==> config.mk <==
export PLATFORM = sky130hd
export DESIGN_NAME = ilpg_top
export DESIGN_NICKNAME = d
export VERILOG_FILES = /design/src/include/ilpg_pkg.sv /design/src/logic/ilpg_top.sv
export SDC_FILE = /design/constraint.sdc
export NUM_CORES = 1
export LEC_CHECK = 0
export ABC_AREA = 1
export BUFFER_PORTS_ARGS = -buffer_cell sky130_fd_sc_hd__buf_4
export CAP_MARGIN = 20
export CORE_MARGIN = 2
export CORE_UTILIZATION = 45
export DETAILED_ROUTE_END_ITERATION = 10
export GPL_TIMING_DRIVEN = 0
export PLACE_DENSITY = 0.78
export SLEW_MARGIN = 20
export SYNTH_ARGS = -nofsm -noshare
export SYNTH_HDL_FRONTEND = slang
export SYNTH_SLANG_ARGS = --single-unit
==> constraint.sdc <==
create_clock -name CLK -period 3.5 [get_ports CLK]
set_input_delay 0.175 -clock CLK [delete_from_list [all_inputs] [get_ports CLK]]
set_output_delay 0.175 -clock CLK [all_outputs]
set_load 0.005 [all_outputs]
==> src/include/ilpg_pkg.sv <==
package ilpg_pkg;

    // register byte offsets
    localparam logic [7:0] ILPG_OFS_FORMAT = 8'h00;
    localparam logic [7:0] ILPG_OFS_MFRAME = 8'h04;
    localparam logic [7:0] ILPG_OFS_DID = 8'h08;
    localparam logic [7:0] ILPG_OFS_CTRL = 8'h0C;
    localparam logic [7:0] ILPG_OFS_STATUS = 8'h10;

    // field positions
    localparam int ILPG_CTRL_SCR_BIT = 0;
    localparam int ILPG_ST_DES_BIT = 0;
    localparam int ILPG_ST_LM1_LSB = 8;
    localparam int ILPG_ST_CHK_LSB = 16;

    // reset values
    localparam logic [4:0] ILPG_RST_FORMAT = 5'h04;
    localparam logic [4:0] ILPG_RST_MFRAME = 5'h1F;
    localparam logic [7:0] ILPG_RST_DID = 8'h00;
    localparam logic ILPG_RST_SCR = 1'b0;

    // supported link format codes
    localparam logic [4:0] ILPG_FMT_S4 = 5'h04;
    localparam logic [4:0] ILPG_FMT_S8 = 5'h05;
    localparam logic [4:0] ILPG_FMT_D4 = 5'h06;
    localparam logic [4:0] ILPG_FMT_D8 = 5'h07;
    localparam logic [4:0] ILPG_FMT_S16 = 5'h11;
    localparam logic [4:0] ILPG_FMT_D16 = 5'h12;

    // frames per multiframe range and step
    localparam int ILPG_K_MIN = 18;
    localparam int ILPG_K_STEP = 2;
    localparam int ILPG_K_MAX = 32;

    // fixed parameter values, minus-one encoded where the link expects it
    localparam logic [7:0] ILPG_FM1 = 8'h00;
    localparam logic [7:0] ILPG_MM1 = 8'h00;
    localparam logic [4:0] ILPG_NM1 = 5'h07;
    localparam logic [4:0] ILPG_NPM1 = 5'h07;
    localparam logic [1:0] ILPG_CS = 2'h0;
    localparam logic [2:0] ILPG_JESDV = 3'h1;
    localparam logic [2:0] ILPG_SUBCV = 3'h1;
    localparam logic [3:0] ILPG_ADJCNT = 4'h0;
    localparam logic [3:0] ILPG_BID = 4'h0;
    localparam logic ILPG_ADJDIR = 1'b0;
    localparam logic ILPG_PHADJ = 1'b0;
    localparam logic ILPG_HD = 1'b0;
    localparam logic [4:0] ILPG_CF = 5'h00;
    localparam logic [7:0] ILPG_RES1 = 8'h00;
    localparam logic [7:0] ILPG_RES2 = 8'h00;

    // sequence geometry
    localparam logic [3:0] ILPG_LAST_IDX = 4'hD;
    localparam int ILPG_LANES_PER_LINK = 8;

    typedef enum logic [1:0]
    {
        ILPG_IDLE = 2'b00,
        ILPG_SEND = 2'b01
    } ilpg_state_e;

    typedef struct packed
    {
        logic ok;
        logic des;
        logic [4:0] lm1;
        logic [4:0] sm1;
    } ilpg_mode_s;

    typedef struct packed
    {
        logic [7:0] did;
        logic [4:0] lid;
        logic scr;
        logic [4:0] lm1;
        logic [4:0] mframe;
        logic [4:0] sm1;
    } ilpg_cfg_s;

    function automatic ilpg_mode_s ilpg_decode(input logic [4:0] fmt);
        ilpg_mode_s m;
        m = '0;
        case (fmt)
            ILPG_FMT_S4: m = '{1'b1, 1'b1, 5'h01, 5'h01};
            ILPG_FMT_S8: m = '{1'b1, 1'b1, 5'h03, 5'h03};
            ILPG_FMT_D4: m = '{1'b1, 1'b0, 5'h01, 5'h01};
            ILPG_FMT_D8: m = '{1'b1, 1'b0, 5'h03, 5'h03};
            ILPG_FMT_S16: m = '{1'b1, 1'b1, 5'h07, 5'h07};
            ILPG_FMT_D16: m = '{1'b1, 1'b0, 5'h07, 5'h07};
            default: m = '0;
        endcase
        return m;
    endfunction

    function automatic logic ilpg_mframe_ok(input logic [4:0] mframe);
        int k;
        k = int'(mframe) + 1;
        return (k >= ILPG_K_MIN) && (k <= ILPG_K_MAX) &&
               (((k - ILPG_K_MIN) % ILPG_K_STEP) == 0);
    endfunction

    function automatic logic [7:0] ilpg_chksum(input ilpg_cfg_s c);
        logic [7:0] s;
        s = c.did + {4'h0, ILPG_ADJCNT} + {4'h0, ILPG_BID};
        s = s + {7'h00, ILPG_ADJDIR} + {7'h00, ILPG_PHADJ};
        s = s + {3'h0, c.lid} + {7'h00, c.scr} + {3'h0, c.lm1};
        s = s + ILPG_FM1 + {3'h0, c.mframe} + ILPG_MM1;
        s = s + {6'h00, ILPG_CS} + {3'h0, ILPG_NM1};
        s = s + {5'h00, ILPG_SUBCV} + {3'h0, ILPG_NPM1};
        s = s + {5'h00, ILPG_JESDV} + {3'h0, c.sm1};
        s = s + {7'h00, ILPG_HD} + {3'h0, ILPG_CF};
        s = s + ILPG_RES1 + ILPG_RES2;
        return s;
    endfunction

    function automatic logic [7:0] ilpg_octet(input logic [3:0] idx,
                                              input ilpg_cfg_s c);
        logic [7:0] o;
        o = 8'h00;
        case (idx)
            4'h0: o = c.did;
            4'h1: o = {ILPG_ADJCNT, ILPG_BID};
            4'h2: o = {1'b0, ILPG_ADJDIR, ILPG_PHADJ, c.lid};
            4'h3: o = {c.scr, 2'h0, c.lm1};
            4'h4: o = ILPG_FM1;
            4'h5: o = {3'h0, c.mframe};
            4'h6: o = ILPG_MM1;
            4'h7: o = {ILPG_CS, 1'b0, ILPG_NM1};
            4'h8: o = {ILPG_SUBCV, ILPG_NPM1};
            4'h9: o = {ILPG_JESDV, c.sm1};
            4'hA: o = {ILPG_HD, 2'h0, ILPG_CF};
            4'hB: o = ILPG_RES1;
            4'hC: o = ILPG_RES2;
            4'hD: o = ilpg_chksum(c);
            default: o = 8'h00;
        endcase
        return o;
    endfunction

endpackage

==> src/logic/ilpg_top.sv <==
// Summary of operation
// - send every link parameter during alignment
// - derive non-user parameters from format select
// - adjustment amount field always zero
// - adjustment direction field always zero
// - bank, control words, reserved fields zero
// - control bits per sample reported zero
// - device identifier from user register
// - high-density flag always zero
// - frames per multiframe from register, checked
// - lanes, samples from mode; octets, resolution fixed
// - bits per sample includes control, tail
// - report converter count for packing only
// - lane identifier derived, not user set
// - scrambler field from control register bit
// - checksum is field sum modulo 256
// - only codes 4-7, 17, 18 accepted
// - second link sends identifier plus one
//
// The implementer's own choices: the register addresses and the Avalon-MM interface to the registers.
`timescale 1ns/10ps

module ilpg_top
    import ilpg_pkg::*;
#(
    parameter int ADDR_W = 8
)
(
    // clock and reset
    input wire logic CLK,
    input wire logic RESET_N,
    // register bus
    input wire logic [ADDR_W-1:0] AVS_ADDRESS,
    input wire logic AVS_READ,
    input wire logic AVS_WRITE,
    input wire logic [31:0] AVS_WRITEDATA,
    input wire logic [3:0] AVS_BYTEENABLE,
    output logic [31:0] AVS_READDATA,
    output logic AVS_WAITREQUEST,
    // alignment parameter request from link logic
    input wire logic ILAS_REQ,
    input wire logic ILAS_LINK,
    input wire logic [2:0] ILAS_LANE,
    // alignment parameter octet stream
    output logic ILAS_BUSY,
    output logic ILAS_VALID,
    output logic [7:0] ILAS_OCTET,
    output logic [3:0] ILAS_INDEX,
    output logic ILAS_LAST,
    // derived lane usage
    output logic SINGLE_CHANNEL,
    output logic [15:0] LANE_ENABLE
);

    typedef struct packed
    {
        logic [4:0] fmt;
        logic [4:0] mframe;
        logic [7:0] did;
        logic scr;
        logic ack;
        logic [31:0] rdata;
        ilpg_state_e st;
        ilpg_cfg_s snap;
        logic [3:0] idx;
        logic valid;
        logic [7:0] octet;
        logic [3:0] oidx;
        logic last;
        logic des;
        logic [15:0] lane_en;
    } ilpg_regs_s;

    ilpg_regs_s s_r;
    ilpg_regs_s s_nxt;

    ilpg_mode_s mode;
    ilpg_cfg_s cfg0;
    logic req;
    logic [7:0] ofs;
    logic [4:0] new_fmt;
    logic [4:0] new_mframe;
    logic [7:0] link_en;

    assign req = AVS_READ | AVS_WRITE;
    assign ofs = 8'(AVS_ADDRESS);
    assign AVS_WAITREQUEST = req & ~s_r.ack;
    assign AVS_READDATA = s_r.rdata;

    assign ILAS_BUSY = (s_r.st != ILPG_IDLE);
    assign ILAS_VALID = s_r.valid;
    assign ILAS_OCTET = s_r.octet;
    assign ILAS_INDEX = s_r.oidx;
    assign ILAS_LAST = s_r.last;
    assign SINGLE_CHANNEL = s_r.des;
    assign LANE_ENABLE = s_r.lane_en;

    assign new_fmt = AVS_WRITEDATA[4:0];
    assign new_mframe = AVS_WRITEDATA[4:0];

    assign mode = ilpg_decode(s_r.fmt);

    // link 0, lane 0 view for the status readback
    always_comb
    begin
        cfg0 = '0;
        cfg0.did = s_r.did;
        cfg0.lid = 5'h00;
        cfg0.scr = s_r.scr;
        cfg0.lm1 = mode.lm1;
        cfg0.mframe = s_r.mframe;
        cfg0.sm1 = mode.sm1;
    end

    // lowest lanes of each link in use, upper ones powered down
    always_comb
    begin
        link_en = '0;
        for (int i = 0; i < ILPG_LANES_PER_LINK; i++)
        begin
            link_en[i] = mode.ok && (i <= int'(mode.lm1));
        end
    end

    always_comb
    begin
        s_nxt = s_r;

        // one wait cycle per access, then the answer
        s_nxt.ack = req & ~s_r.ack;
        if (AVS_READ && !s_r.ack)
        begin
            s_nxt.rdata = 32'h0000_0000;
            case (ofs)
                ILPG_OFS_FORMAT: s_nxt.rdata[4:0] = s_r.fmt;
                ILPG_OFS_MFRAME: s_nxt.rdata[4:0] = s_r.mframe;
                ILPG_OFS_DID: s_nxt.rdata[7:0] = s_r.did;
                ILPG_OFS_CTRL: s_nxt.rdata[ILPG_CTRL_SCR_BIT] = s_r.scr;
                ILPG_OFS_STATUS:
                begin
                    s_nxt.rdata[ILPG_ST_DES_BIT] = mode.des;
                    s_nxt.rdata[ILPG_ST_LM1_LSB +: 5] = mode.lm1;
                    s_nxt.rdata[ILPG_ST_CHK_LSB +: 8] = ilpg_chksum(cfg0);
                end
                default: s_nxt.rdata = 32'h0000_0000;
            endcase
        end

        if (AVS_WRITE && s_r.ack && AVS_BYTEENABLE[0])
        begin
            case (ofs)
                ILPG_OFS_FORMAT:
                begin
                    if (ilpg_decode(new_fmt).ok)
                    begin
                        s_nxt.fmt = new_fmt;
                    end
                end
                ILPG_OFS_MFRAME:
                begin
                    if (ilpg_mframe_ok(new_mframe))
                    begin
                        s_nxt.mframe = new_mframe;
                    end
                end
                ILPG_OFS_DID: s_nxt.did = AVS_WRITEDATA[7:0];
                ILPG_OFS_CTRL: s_nxt.scr = AVS_WRITEDATA[ILPG_CTRL_SCR_BIT];
                default: s_nxt.fmt = s_r.fmt;
            endcase
        end

        s_nxt.des = mode.des;
        s_nxt.lane_en = {link_en, link_en};

        s_nxt.valid = 1'b0;
        s_nxt.last = 1'b0;
        case (s_r.st)
            ILPG_IDLE:
            begin
                // lanes beyond the link width are refused
                if (ILAS_REQ && mode.ok && ({2'b00, ILAS_LANE} <= mode.lm1))
                begin
                    s_nxt.st = ILPG_SEND;
                    s_nxt.idx = 4'h0;
                    s_nxt.snap.did = s_r.did + {7'h00, ILAS_LINK};
                    s_nxt.snap.lid = {2'b00, ILAS_LANE};
                    s_nxt.snap.scr = s_r.scr;
                    s_nxt.snap.lm1 = mode.lm1;
                    s_nxt.snap.mframe = s_r.mframe;
                    s_nxt.snap.sm1 = mode.sm1;
                end
            end
            ILPG_SEND:
            begin
                s_nxt.octet = ilpg_octet(s_r.idx, s_r.snap);
                s_nxt.oidx = s_r.idx;
                s_nxt.valid = 1'b1;
                s_nxt.idx = s_r.idx + 4'h1;
                if (s_r.idx == ILPG_LAST_IDX)
                begin
                    s_nxt.last = 1'b1;
                    s_nxt.st = ILPG_IDLE;
                end
            end
            default: s_nxt.st = ILPG_IDLE;
        endcase
    end

    always_ff @(posedge CLK or negedge RESET_N)
    begin
        if (!RESET_N)
        begin
            s_r <= '0;
            s_r.fmt <= ILPG_RST_FORMAT;
            s_r.mframe <= ILPG_RST_MFRAME;
            s_r.did <= ILPG_RST_DID;
            s_r.scr <= ILPG_RST_SCR;
            s_r.st <= ILPG_IDLE;
        end
        else
        begin
            s_r <= s_nxt;
        end
    end

endmodule

==> impl_metrics.csv <==
group,metric,value,unit
synthesis,ys.warnings.count,0,
floorplan,die_h,115.3,µm
critical_path,criticalPathCategory,"reg2reg",
clock_network,numClockSinks,86,
floorplan,core_area,0.01206,mm²
finish,drive_gt1_frac,0.2398,
global_route,grt_usage,0.2016,
critical_path,r2r_start,"s_r[115]",
power_and_ir_drop,power_density,309.4,mW/mm²
critical_path,crit_start,"s_r[115]",
detailed_routing,ant_nets,0,
floorplan,initial_core_util,0.4621,
detailed_routing,routed_via_density,4.929,
global_route,antenna_found_initial,0,
finish,mostFrequentLayoutCell,"nand2_1",
sta,hold_viol,0,
detailed_routing,wl,12870,µm
floorplan,die_w,115.3,µm
sta,setup_violations,0,
detailed_routing,drtIter0Drc,347,
sta,timing.final.crit_period,3006,ps
critical_path,critPathMaxFanout,5,
worst_hold_path,min_path_type,"in2reg",
sta,fmax,332.6,MHz
global_route,grt_pass1_wl,21020,µm
detailed_routing,wl_per_cell,13.17,µm
sta,rsz0062_at_grt,"no",
floorplan,ios,118,
critical_path,arrival,3240,ps
synthesis,synth_area_leaders,"dfrtp_1, nand2_1, buf_4",
synthesis,netlist.area_leader.share,0.3591,
power_and_ir_drop,seq_power_share,0.486,
clock_network,cts_setup_buffers,0,
place,routabilityCongestion,0.8907,
critical_path,endpoint_kind,"register",
floorplan,die_area,0.01329,mm²
sta,maxSlewHeadroom,0.4910,
global_route,grt-ovfl-total,0,
finish,final_cell_count_no_fill,977,
sta,finalMaxSlewViolations,0,
clock_network,cts_resized,0,
critical_path,crit_required,3730,ps
clock_network,htreeDepth,3,
finish,final_net_count,901,
synthesis,yosys.cell_types.count,42,
global_route,grt_pass1_vias,4453,
global_route,grt_start_max_net_pins,87,
finish,layout_common_cells,"nand2_1, buf_4, dfrtp_1",
power_and_ir_drop,internal_power,1.600,mW
clock_network,root_buffer,"clkbuf_16",
sta,timing.final.crit_share,0.8590,
synthesis,ys_seq_area_frac,0.3874,
clock_network,cts_tree,"done",
power_and_ir_drop,switchingPower,0.4728,mW
detailed_routing,drc,0,
finish,synthToLayoutAreaGrowth,20.20,%
synthesis,avgSynthCellArea,7.907,µm²
critical_path,rr_endpoint,"AVS_READDATA[21]",
run_status,status,"completed",
synthesis,syn_inst,705,
worst_hold_path,hp-start,"AVS_WRITEDATA[5]",
synthesis,ys_ff_latch,86,
synthesis,synth_largest_area_cell,"dfrtp_1",
power_and_ir_drop,clock_power_share,0.446,
synthesis,synth_area,0.005574,mm²
place,port-buffer-count,77,
detailed_routing,dr_total_vias,4816,
critical_path,worstSetupEndpoint,"AVS_READDATA[21]",
floorplan,rows,40,
sta,setup_ws,493.6,ps
clock_network,cts.clk_slew.worst_paths,60,ps
clock_network,ctsHoldBuffers,0,
clock_network,cts_buffer_depth,2,
job,maxCapViolCount,0,
power_and_ir_drop,peakVddDrop,188.3,µV
synthesis,async_reset_ff_frac,1.000,
place,place_ws,511.7,ps
power_and_ir_drop,combPwrFrac,0.069,
power_and_ir_drop,swShare,0.2281,
sta,tns,0,ps
critical_path,start_kind,"register",
clock_network,clock_latency,340,ps
detailed_routing,drtPass1Iterations,5,
power_and_ir_drop,static-leakage-power,3.650,nW
place,place_hpwl,9738,µm
place,dp.cells,962,
sta,fin_skew,8.428,ps
critical_path,r2r_cells,14,
clock_network,cts_made_buffers,9,
synthesis,synth_edf_count,0,
sta,tightest_slew,763.5,ps
synthesis,synth_flop_cell,"dfrtp_1",
finish,antenna_cells,0,
critical_path,r2r_slack,490,ps
## flip-flops by register name, indices dropped and copies added, names as in the netlist
signal	count
AVS_READDATA	19
ILAS_INDEX	4
ILAS_LAST	1
ILAS_OCTET	8
ILAS_VALID	1
LANE_ENABLE	7
SINGLE_CHANNEL	1
cfg0	14
s_r	31
## critical path: stages (launching register included)
cell and delay [ps]:
dfstp_2 530, clkinv_1 130, nand3_2 150, inv_1 70, nand2_1 200, o21ai_2 170, fa_1 600, inv_1 70
fa_1 420, inv_1 100, nand2_1 70, a21oi_1 160, o21ai_0 100, nand2_1 70, o21ai_1 50
## power by group through the flow
stage	logic (mW)	clock network, mW	registers [mW]
2_1_floorplan	0.0709	0	1.02
3_3_place_gp	0.137	0	1.02
3_5_place_dp	0.140	0	1.02
4_1_cts	0.140	0.934	1.01
5_1_grt	0.158	0.967	1.01
6_report	0.142	0.924	1.01
## through the flow
step | utilization | power (mW) | area, µm² | hold WS (ps)
6_report | 0.5555 | 2.073 | 6700 | 89.97
3_3_place_gp | 0.5312 | 1.161 | 6407 | 432.1
3_5_place_dp | 0.5312 | 1.164 | 6407 | 442.9
2_1_floorplan | - | 1.094 | 5619 | -120.6
4_1_cts | 0.5544 | 2.081 | 6686 | 80.98
5_1_grt | 0.5555 | 2.132 | 6700 | 107.4
## synthesized netlist by cell type (9+ instances only)
cell,n
dfrtp_1,80
ha_1,30
o21ai_1,14
o21ai_0,18
nand2_1,205
a21oi_1,15
clkbuf_1,9
nand3_1,44
fa_1,12
inv_2,11
buf_4,61
inv_1,77
nor2_1,40
nand4_1,29
## logic make-up (layout without fill, tap and decap cells)
group,Yosys count,in the layout,share of synthesized area
buf+inv,168,260,0.1596
xor+xnor,4,4,0.006284
fa+ha+maj,42,42,0.1104
simple gates,340,340,0.2694
other cells,1,13,0.0006728
compound gates,64,64,0.06622
flops,86,86,0.3874
## cell type report
type / count / area [µm²]
plain buffers: 79 / 555.5
clock buffers: 10 / 229.0
clock inverters: 4 / 50.05
fillers: 1122 / 5361
inverters: 89 / 334.1
multi-input cells: 463 / 2570
flip-flops and latches: 86 / 2160
well taps: 168 / 210.2
repair buffers: 78 / 591.8
## worst min-delay path by stage
stage	end	cells past startpoint
3_3_place_gp	LANE_ENABLE[10]	1
6_report	cfg0[26]	3
2_1_floorplan	AVS_READDATA[0]	0
5_1_grt	cfg0[27]	3
3_5_place_dp	LANE_ENABLE[11]	1
4_1_cts	LANE_ENABLE[11]	1
## metal layers
layer	track usage	share of wire	up-vias
met2	0.3388	0.50	148
li1	-	-	2374
met3	0.02267	0.053	18
met1	0.2704	0.43	2276
met5	0	0	-
met4	0.07390	0.017	0
Note: power is estimated with default switching activity, not from simulation.
